===== config.mk =====
export PLATFORM = sky130hd
export DESIGN_NAME = uei_irq_summary
export DESIGN_NICKNAME = d
export VERILOG_FILES = /design/src/uei_pkg.sv /design/src/uei_flag_cell.sv /design/src/uei_event_regs.sv /design/src/uei_irq_summary.sv
export VERILOG_INCLUDE_DIRS = /design/src
export SDC_FILE = /design/constraint.sdc
export NUM_CORES = 1
export LEC_CHECK = 0
export ABC_AREA = 1
export BUFFER_PORTS_ARGS = -buffer_cell sky130_fd_sc_hd__buf_2
export CORE_AREA = 4 4 90 71
export CTS_CLUSTER_DIAMETER = 40
export DETAILED_ROUTE_END_ITERATION = 7
export DIE_AREA = 0 0 94 75
export HOLD_SLACK_MARGIN = 0.02
export PLACE_DENSITY = 0.79
export SLEW_MARGIN = 5
export SYNTH_ARGS = -nofsm -noshare
export SYNTH_HDL_FRONTEND = slang
export SYNTH_HIERARCHICAL = 1
export SYNTH_SLANG_ARGS = --single-unit

===== constraint.sdc =====
create_clock -name sys_clk -period 1.75 [get_ports sys_clk]
set_input_delay 0.35 -clock sys_clk [delete_from_list [all_inputs] [get_ports sys_clk]]
set_output_delay 0.35 -clock sys_clk [all_outputs]
set_load 0.02 [all_outputs]

===== src/uei_defs.svh =====
// constants of the usb endpoint interrupt summary block
// Functional notes
// summary bit 7 is reserved, always reads 0; software never writes a one
// one summary flag per endpoint 0..6, fed only by its own sources
// flag sets as soon as any source of its endpoint is active; here it is registered and sets on the next sys_clk edge
// five sources: tx complete, out bank0, out bank1, setup, stall/crc
// sources come from each endpoint status register, no copy kept here
// usb interrupt for an endpoint needs its flag and enable bit both set
// flag clears only when all its sources clear; writes cannot clear it
// enable register: bits 0..6 per endpoint, bit 7 reads 0, resets 00h
// usb interrupt is or over endpoints of flag and enable
`ifndef UEI_DEFS_SVH
`define UEI_DEFS_SVH

// geometry
`define UEI_NUM_EP        7
`define UEI_NUM_SRC       5
`define UEI_RSVD_BIT      7

// register word addresses on the plain port
`define UEI_ADDR_SUMMARY  8'h00
`define UEI_ADDR_ENABLE   8'h01
`define UEI_ADDR_EVENT    8'h02
`define UEI_ADDR_EVMASK   8'h03
`define UEI_ADDR_SRCSEL   8'h04
`define UEI_ADDR_SRCVIEW  8'h05

// reset values
`define UEI_ENABLE_RST    7'h00
`define UEI_EVENT_RST     8'h00
`define UEI_EVMASK_RST    8'h00
`define UEI_SRCSEL_RST    3'h0
`define UEI_RDATA_RST     8'h00

// event register layout: bits 0..6 flag rose, bit 7 illegal write
`define UEI_EV_ILLEGAL    7

`endif


===== src/uei_pkg.sv =====
// types shared by the usb endpoint interrupt summary block
`default_nettype none
package uei_pkg;

  // interrupt sources of one endpoint, as its status register holds them
  typedef struct packed {
    logic stall_sent_or_crc_error;
    logic setup_received;
    logic out_received_bank1;
    logic out_received_bank0;
    logic transmit_complete;
  } uei_ep_src_type;

  // one request on the plain register port
  typedef struct packed {
    logic [7:0] addr;
    logic [7:0] wdata;
    logic       wr;
    logic       rd;
  } uei_reg_req_type;

endpackage : uei_pkg
`default_nettype wire


===== src/uei_flag_cell.sv =====
// one endpoint summary flag with its rise pulse
`timescale 1ns/1ps
`default_nettype none
module uei_flag_cell (
  input  wire logic                    sys_clk,
  input  wire logic                    arst_n,
  input  wire uei_pkg::uei_ep_src_type src,
  output logic                         flag,
  output logic                         rise
);

  logic next_flag;

  // any of the five sources counts; the status register keeps them
  assign next_flag = |src;

  // follows the sources: set on any, clear only when all are gone
  always_ff @(posedge sys_clk or negedge arst_n) begin
    if (!arst_n) begin
      flag <= 1'b0;
    end else begin
      flag <= next_flag;
    end
  end

  // one-cycle pulse in the cycle the flag is seen to rise
  always_ff @(posedge sys_clk or negedge arst_n) begin
    if (!arst_n) begin
      rise <= 1'b0;
    end else begin
      rise <= next_flag & ~flag;
    end
  end

endmodule // uei_flag_cell
`default_nettype wire


===== src/uei_event_regs.sv =====
// sticky event bits, their mask and the event interrupt
`timescale 1ns/1ps
`default_nettype none
`include "uei_defs.svh"
module uei_event_regs (
  input  wire logic       sys_clk,
  input  wire logic       arst_n,
  input  wire logic [7:0] evIn,
  input  wire logic       clrWr,
  input  wire logic       maskWr,
  input  wire logic [7:0] wdata,
  output logic      [7:0] evStatus,
  output logic      [7:0] evMask,
  output logic            evIrq
);

  logic [7:0] next_evStatus;

  // write one to clear; a new event in the same cycle wins over the clear
  assign next_evStatus = (evStatus & ~(clrWr ? wdata : 8'h00)) | evIn;

  always_ff @(posedge sys_clk or negedge arst_n) begin
    if (!arst_n) begin
      evStatus <= `UEI_EVENT_RST;
    end else begin
      evStatus <= next_evStatus;
    end
  end

  // mask has the same layout as the status
  always_ff @(posedge sys_clk or negedge arst_n) begin
    if (!arst_n) begin
      evMask <= `UEI_EVMASK_RST;
    end else if (maskWr) begin
      evMask <= wdata;
    end
  end

  // level output while any unmasked sticky bit stands
  assign evIrq = |(evStatus & evMask);

endmodule // uei_event_regs
`default_nettype wire


===== src/uei_irq_summary.sv =====
// usb endpoint interrupt summary: flags, enables, register port, interrupts
//
// Decided for this implementation: the strobed register port and the register offsets.
`timescale 1ns/1ps
`default_nettype none
`include "uei_defs.svh"
module uei_irq_summary (
  input  wire logic                           sys_clk,
  input  wire logic                           arst_n,
  input  wire uei_pkg::uei_ep_src_type [6:0]  epSrc,
  input  wire uei_pkg::uei_reg_req_type       regReq,
  output logic                         [7:0]  regRdata,
  output logic                         [6:0]  epIrqFlag,
  output logic                                usbIrq,
  output logic                                eventIrq
);

  // per-endpoint flag outputs of the cells
  logic [6:0] flagVec;
  logic [6:0] riseVec;

  // enable register, bit 7 not stored at all
  logic [6:0] irqEnable;

  // selector for the source read-back view
  logic [2:0] srcSel;

  // decoded register strikes
  logic       hitSummary;
  logic       hitEnable;
  logic       hitEvent;
  logic       hitEvMask;
  logic       hitSrcSel;
  logic       hitSrcView;
  logic       wrEnable;
  logic       wrEvent;
  logic       wrEvMask;
  logic       wrSrcSel;

  // illegal write detection
  logic       illegalWr;

  // sticky event side
  logic [7:0] evIn;
  logic [7:0] evStatus;
  logic [7:0] evMask;

  // read mux
  logic [7:0] next_regRdata;
  logic [7:0] summaryWord;
  logic [7:0] srcViewWord;

  // one flag cell per endpoint, each looks only at its own sources
  genvar ep;
  generate
    for (ep = 0; ep < `UEI_NUM_EP; ep = ep + 1) begin : g_ep
      uei_flag_cell u_cell (
        .sys_clk (sys_clk),
        .arst_n  (arst_n),
        .src     (epSrc[ep]),
        .flag    (flagVec[ep]),
        .rise    (riseVec[ep])
      );
    end
  endgenerate

  // flags are visible to the rest of the usb module as levels
  assign epIrqFlag = flagVec;

  // address decode of the plain register port
  assign hitSummary = (regReq.addr == `UEI_ADDR_SUMMARY);
  assign hitEnable  = (regReq.addr == `UEI_ADDR_ENABLE);
  assign hitEvent   = (regReq.addr == `UEI_ADDR_EVENT);
  assign hitEvMask  = (regReq.addr == `UEI_ADDR_EVMASK);
  assign hitSrcSel  = (regReq.addr == `UEI_ADDR_SRCSEL);
  assign hitSrcView = (regReq.addr == `UEI_ADDR_SRCVIEW);

  // write strikes; summary and source view are read-only
  assign wrEnable = regReq.wr & hitEnable;
  assign wrEvent  = regReq.wr & hitEvent;
  assign wrEvMask = regReq.wr & hitEvMask;
  assign wrSrcSel = regReq.wr & hitSrcSel;

  // enable register: bits 0..6 only, reset all zero
  always_ff @(posedge sys_clk or negedge arst_n) begin
    if (!arst_n) begin
      irqEnable <= `UEI_ENABLE_RST;
    end else if (wrEnable) begin
      irqEnable <= regReq.wdata[6:0];
    end
  end

  // selector for which endpoint the source view shows
  always_ff @(posedge sys_clk or negedge arst_n) begin
    if (!arst_n) begin
      srcSel <= `UEI_SRCSEL_RST;
    end else if (wrSrcSel) begin
      srcSel <= regReq.wdata[2:0];
    end
  end

  // a write to the summary, or a one into a reserved bit 7, is flagged
  // rather than silently dropped so firmware bugs show up early
  assign illegalWr = regReq.wr & (hitSummary
                   | (hitEnable & regReq.wdata[`UEI_RSVD_BIT]));

  // event inputs: each flag rising, plus the illegal write
  assign evIn = {illegalWr, riseVec};

  // sticky event bits with their mask and interrupt
  uei_event_regs u_events (
    .sys_clk  (sys_clk),
    .arst_n   (arst_n),
    .evIn     (evIn),
    .clrWr    (wrEvent),
    .maskWr   (wrEvMask),
    .wdata    (regReq.wdata),
    .evStatus (evStatus),
    .evMask   (evMask),
    .evIrq    (eventIrq)
  );

  // usb interrupt: any endpoint with both its flag and its enable set
  assign usbIrq = |(flagVec & irqEnable);

  // summary word: reserved bit 7 always zero
  assign summaryWord = {1'b0, flagVec};

  // source view reads the live status inputs, so no copy is held here;
  // a selector beyond endpoint 6 reads as zero
  always_comb begin
    srcViewWord = 8'h00;
    if (srcSel < 3'h7) begin
      srcViewWord = {3'h0, epSrc[srcSel]};
    end
  end

  // read mux; unmapped addresses answer zero
  always_comb begin
    next_regRdata = `UEI_RDATA_RST;
    if (regReq.rd) begin
      if (hitSummary) begin
        next_regRdata = summaryWord;
      end else if (hitEnable) begin
        next_regRdata = {1'b0, irqEnable};
      end else if (hitEvent) begin
        next_regRdata = evStatus;
      end else if (hitEvMask) begin
        next_regRdata = evMask;
      end else if (hitSrcSel) begin
        next_regRdata = {5'h00, srcSel};
      end else if (hitSrcView) begin
        next_regRdata = srcViewWord;
      end
    end
  end

  // read data stand only in the cycle after the read strobe
  always_ff @(posedge sys_clk or negedge arst_n) begin
    if (!arst_n) begin
      regRdata <= `UEI_RDATA_RST;
    end else begin
      regRdata <= next_regRdata;
    end
  end

endmodule // uei_irq_summary
`default_nettype wire


==> impl_results.html <==
<table>
<tr><th>Metric</th><th>Value</th></tr>
<tr><th colspan="2">Placed design</th></tr>
<tr><td>Post-Place Cells</td><td>541</td></tr>
<tr><td>Worst-case setup slack after placement</td><td>94.5 ps</td></tr>
<tr><td>Routability-driven placement congestion ratio</td><td>0.879</td></tr>
<tr><td>Dpl cell area</td><td>3280 um2</td></tr>
<tr><td>HPWL Detailed</td><td>6090 um</td></tr>
<tr><td>Port-buffer cells</td><td>71</td></tr>
<tr><th colspan="2">Power and ir drop</th></tr>
<tr><td>Power density relative to cell area</td><td>669 nW/um2</td></tr>
<tr><td>Worst IR Drop VDD</td><td>0.504 mV</td></tr>
<tr><td>Reported leakage power</td><td>1.97 nW</td></tr>
<tr><td>Total design power</td><td>2.27 mW</td></tr>
<tr><th colspan="2">Route</th></tr>
<tr><td>Highest metal layer with signal wires</td><td>met4</td></tr>
<tr><td>Remaining antenna violation count</td><td>0</td></tr>
<tr><td>Mean number of vias per cell</td><td>5.11</td></tr>
<tr><td>Routed metal-1 wirelength</td><td>3400 um</td></tr>
<tr><td>Routed length on met2</td><td>3600 um</td></tr>
<tr><td>Total wire length after detailed routing</td><td>7670 um</td></tr>
<tr><td>Residual DRC count</td><td>0</td></tr>
<tr><td>WL/cell</td><td>13.9 um</td></tr>
<tr><td>Vias after detailed routing</td><td>2,808</td></tr>
<tr><td>Met3 Routed Length</td><td>521 um</td></tr>
<tr><td>Starting DRT DRC Count</td><td>237</td></tr>
<tr><td>Pre-Repair DR Iteration Count</td><td>5</td></tr>
<tr><th colspan="2">Synthesis</th></tr>
<tr><td>Average cell area after synthesis</td><td>7.18 um2</td></tr>
<tr><td>Mapped cell area</td><td>2810 um2</td></tr>
<tr><td>Top post-synthesis cells by area</td><td>dfrtp_1, nand2_1, inv_1, nand3_1, nor2_1</td></tr>
<tr><td>Post-synthesis cell count</td><td>391</td></tr>
<tr><td>Share of the yosys chip area belonging to registers</td><td>0.428</td></tr>
<tr><td>Total of flip-flops plus latches after synthesis</td><td>48</td></tr>
<tr><td>Count of unique library cells instantiated by Yosys</td><td>37</td></tr>
<tr><td>Number of synthesis warnings</td><td>6</td></tr>
<tr><td>Number of nets in the synthesized netlist</td><td>446</td></tr>
<tr><td>Dominant cell type by area after synthesis</td><td>dfrtp_1</td></tr>
<tr><td>Proportion of netlist area held by the largest area contributor</td><td>0.428</td></tr>
<tr><th colspan="2">Min path</th></tr>
<tr><td>Class of the tightest hold or removal check</td><td>primary input to async pin</td></tr>
<tr><th colspan="2">Floorplanning</th></tr>
<tr><td>IO Count</td><td>72</td></tr>
<tr><td>X dimension of the die</td><td>94 um</td></tr>
<tr><td>Vert. Die Dim</td><td>75 um</td></tr>
<tr><td>Effective utilization at floorplan</td><td>0.502</td></tr>
<tr><td>Core box area</td><td>5590 um2</td></tr>
<tr><td>Cell Rows</td><td>24</td></tr>
<tr><td>Total Die Area</td><td>7050 um2</td></tr>
<tr><th colspan="2">Global route</th></tr>
<tr><td>Pin count of the biggest net entering global routing</td><td>27</td></tr>
<tr><td>Antenna violations before repair</td><td>0</td></tr>
<tr><td>Final global-route overflow total</td><td>0</td></tr>
<tr><td>Number of global-route vias before repair</td><td>2,588</td></tr>
<tr><td>GRT Overall Usage</td><td>0.229</td></tr>
<tr><td>Wire length of the first global-routing pass</td><td>12,200 um</td></tr>
<tr><th colspan="2">Timing</th></tr>
<tr><td>Actual transition at the worst max-transition pin</td><td>561 ps</td></tr>
<tr><td>Max-slew headroom at the worst pin</td><td>0.626</td></tr>
<tr><td>Final setup margin</td><td>42.2 ps</td></tr>
<tr><td>RSZ-0062 raised after global routing</td><td>true</td></tr>
<tr><td>Hold Fails Final Rpt</td><td>0</td></tr>
<tr><td>Fin Setup TNS</td><td>0 ps</td></tr>
<tr><td>Clock Skews</td><td>6.19 ps</td></tr>
<tr><td>Final min period</td><td>1710 ps</td></tr>
<tr><td>Fmax achieved</td><td>0.586 GHz</td></tr>
<tr><td>Final Max Slew Viols</td><td>0</td></tr>
<tr><td># setup viols final</td><td>0</td></tr>
<tr><td>Final worst-path cycle share</td><td>0.976</td></tr>
<tr><th colspan="2">Run</th></tr>
<tr><td>Count of max-cap constraint violations</td><td>0</td></tr>
<tr><th colspan="2">Critical path</th></tr>
<tr><td>Worst-path maximum fanout</td><td>3</td></tr>
<tr><td>Data arrival time of the critical path</td><td>1360 ps</td></tr>
<tr><td>Register-to-Register Path Depth</td><td>8</td></tr>
<tr><td>Required time of the critical path</td><td>1400 ps</td></tr>
<tr><td>Startpoint types</td><td>register</td></tr>
<tr><td>WS Path Type</td><td>register to primary output</td></tr>
<tr><td>Critical Path Sink Type</td><td>primary output</td></tr>
<tr><th colspan="2">Clock tree</th></tr>
<tr><td>CTS max path bufs</td><td>2</td></tr>
<tr><td>Clk root buf</td><td>clkbuf_8</td></tr>
<tr><td>Clock tree from TritonCTS</td><td>yes</td></tr>
<tr><td>Clock slew seen by the registers of the worst setup and hold paths</td><td>90 ps</td></tr>
<tr><td>Number of clock sinks seen by CTS</td><td>48</td></tr>
<tr><td>Number of hold buffers added after cts</td><td>0</td></tr>
<tr><td>Clock Latency Late Sink</td><td>300 ps</td></tr>
<tr><td>CTS H-Tree Depth</td><td>2</td></tr>
<tr><td>Number of buffers added by the clock tree synthesis step</td><td>5</td></tr>
<tr><th colspan="2">Final layout</th></tr>
<tr><td>Net count, final</td><td>527</td></tr>
<tr><td>Final-layout fill cell count</td><td>513</td></tr>
<tr><td>Number of diodes added for antenna fixing</td><td>0</td></tr>
<tr><td>Layout overhead on the synthesized area</td><td>20.7%</td></tr>
<tr><td>Final Non-Filler Cells</td><td>550</td></tr>
<tr><td>Final Cell Area</td><td>3390 um2</td></tr>
<tr><td>Share of cells above drive strength 1</td><td>0.246</td></tr>
<tr><th colspan="2">Outcome</th></tr>
<tr><td>Outcome</td><td>complete, no violations</td></tr>
</table>
==> registers in the layout, summed over array words and instances, names as in the netlist <==
| register | count |
|---|---|
| u_events/evMask | 8 |
| u_events/evStatus | 8 |
| g_ep.u_cell/rise | 7 |
| srcSel | 3 |
| regRdata | 8 |
| irqEnable | 7 |
| g_ep.u_cell/flag | 7 |
==> timing repair <==
item                       CTS  global route
buffers inserted             0             2
pin swaps                    1             4
setup endpoints to repair    1             1
hold endpoints to repair     0             0
gates resized for setup      1             1
==> per-layer routing <==
layer  global-route usage  vias up
met5                    0        -
met1                0.315     1309
met2                0.366      106
met3               0.0470       14
met4               0.0769        0
li1                     -     1379
==> worst paths after layout <==
| path | from | to | slack, ps |
|---|---|---|---|
| max | irqEnable[4]$_DFFE_PN0P_ | usbIrq | 40 |
| max in group asynchronous | arst_n | u_events/evMask[5]$_DFFE_PN0P_ | 1200 |
| max reg2reg | srcSel[1]$_DFFE_PN0P_ | regRdata[3]$_DFF_PN0_ | 200 |
| min | arst_n | regRdata[1]$_DFF_PN0_ | 30 |
| min reg2reg | g_ep[1].u_cell/rise$_DFF_PN0_ | u_events/evStatus[1]$_DFF_PN0_ | 440 |
| min in group sys_clk | epSrc[12] | g_ep[2].u_cell/flag$_DFF_PN0_ | 280 |
==> cell usage after synthesis <==
master / count
nand2_1: 132
inv_1: 56
dfrtp_1: 48
nor2_1: 38
nand3_1: 35
o21ai_0: 21
a21o_1: 8
nand4_1: 5
buf_2: 4
o21ai_1: 4
a21oi_1: 3
buf_4: 3
nand2_2: 3
nor2_2: 3
buf_6: 2
inv_2: 2
nand2_4: 2
nor2_4: 2
nor3_1: 2
a211oi_2: 1
a221oi_1: 1
and2_1: 1
and3_2: 1
clkinv_2: 1
clkinv_4: 1
inv_4: 1
nand3_4: 1
nand3b_4: 1
nor2_8: 1
nor3_2: 1
nor3_4: 1
o2111ai_1: 1
o211ai_1: 1
o21ai_2: 1
or2_0: 1
or2_2: 1
or2_4: 1
==> area by class of cell <==
cell class / count / area [um2] / area share
multi-input cells: 273 / 1310 / 0.386
clock inverters: 2 / 12.5 / 0.00369
clock buffers: 5 / 68.8 / 0.0203
well taps: 78 / 97.6 / 0.0288
repair buffers: 83 / 460 / 0.136
inverters: 61 / 238 / 0.0702
flip-flops and latches: 48 / 1200 / 0.355
==> power breakdown <==
part	internal, mW	switching [mW]
logic	0.159	0.223
clock network	0.271	0.372
registers	1.17	0.0664
total	1.60	0.662
==> per-stage QoR <==
step | hold WS, ps | util
4_1_cts | 31.4 | 0.603
6_report | 28.7 | 0.606
3_3_place_gp | 352 | 0.588
2_1_floorplan | 54.4 | -
3_5_place_dp | 368 | 0.588
5_1_grt | 56.0 | 0.606
==> cell usage in the layout, fill, tap and decap left out, drive strengths merged <==
master      n
nand2     137
buf        83
inv        59
dfrtp      48
nor2       44
nand3      36
o21ai      26
a21o        8
nand4       5
clkbuf      5
nor3        4
a21oi       3
clkinv      3
or2         3
and2        1
o211ai      1
and3        1
o2111ai     1
nand3b      1
a221oi      1
a211oi      1
clkinvlp    1
==> critical path, cell delays in order, from the launching register on <==
cell and delay [ps]:
dfrtp_1 410, nand2_1 80, nand2_1 70, a221oi_2 180, nand4_1 130, buf_4 180
==> cells by family (layout without fill, tap and decap cells) <==
| family | Yosys count | after routing | share of synthesized area |
|---|---|---|---|
| DFF | 48 | 48 | 0.428 |
| buffers and inverters | 70 | 151 | 0.108 |
| AOI/OAI and AO/OA | 41 | 41 | 0.0878 |
| and+or+nand+nor | 232 | 232 | 0.376 |
Note: power is estimated with default switching activity, not from simulation.
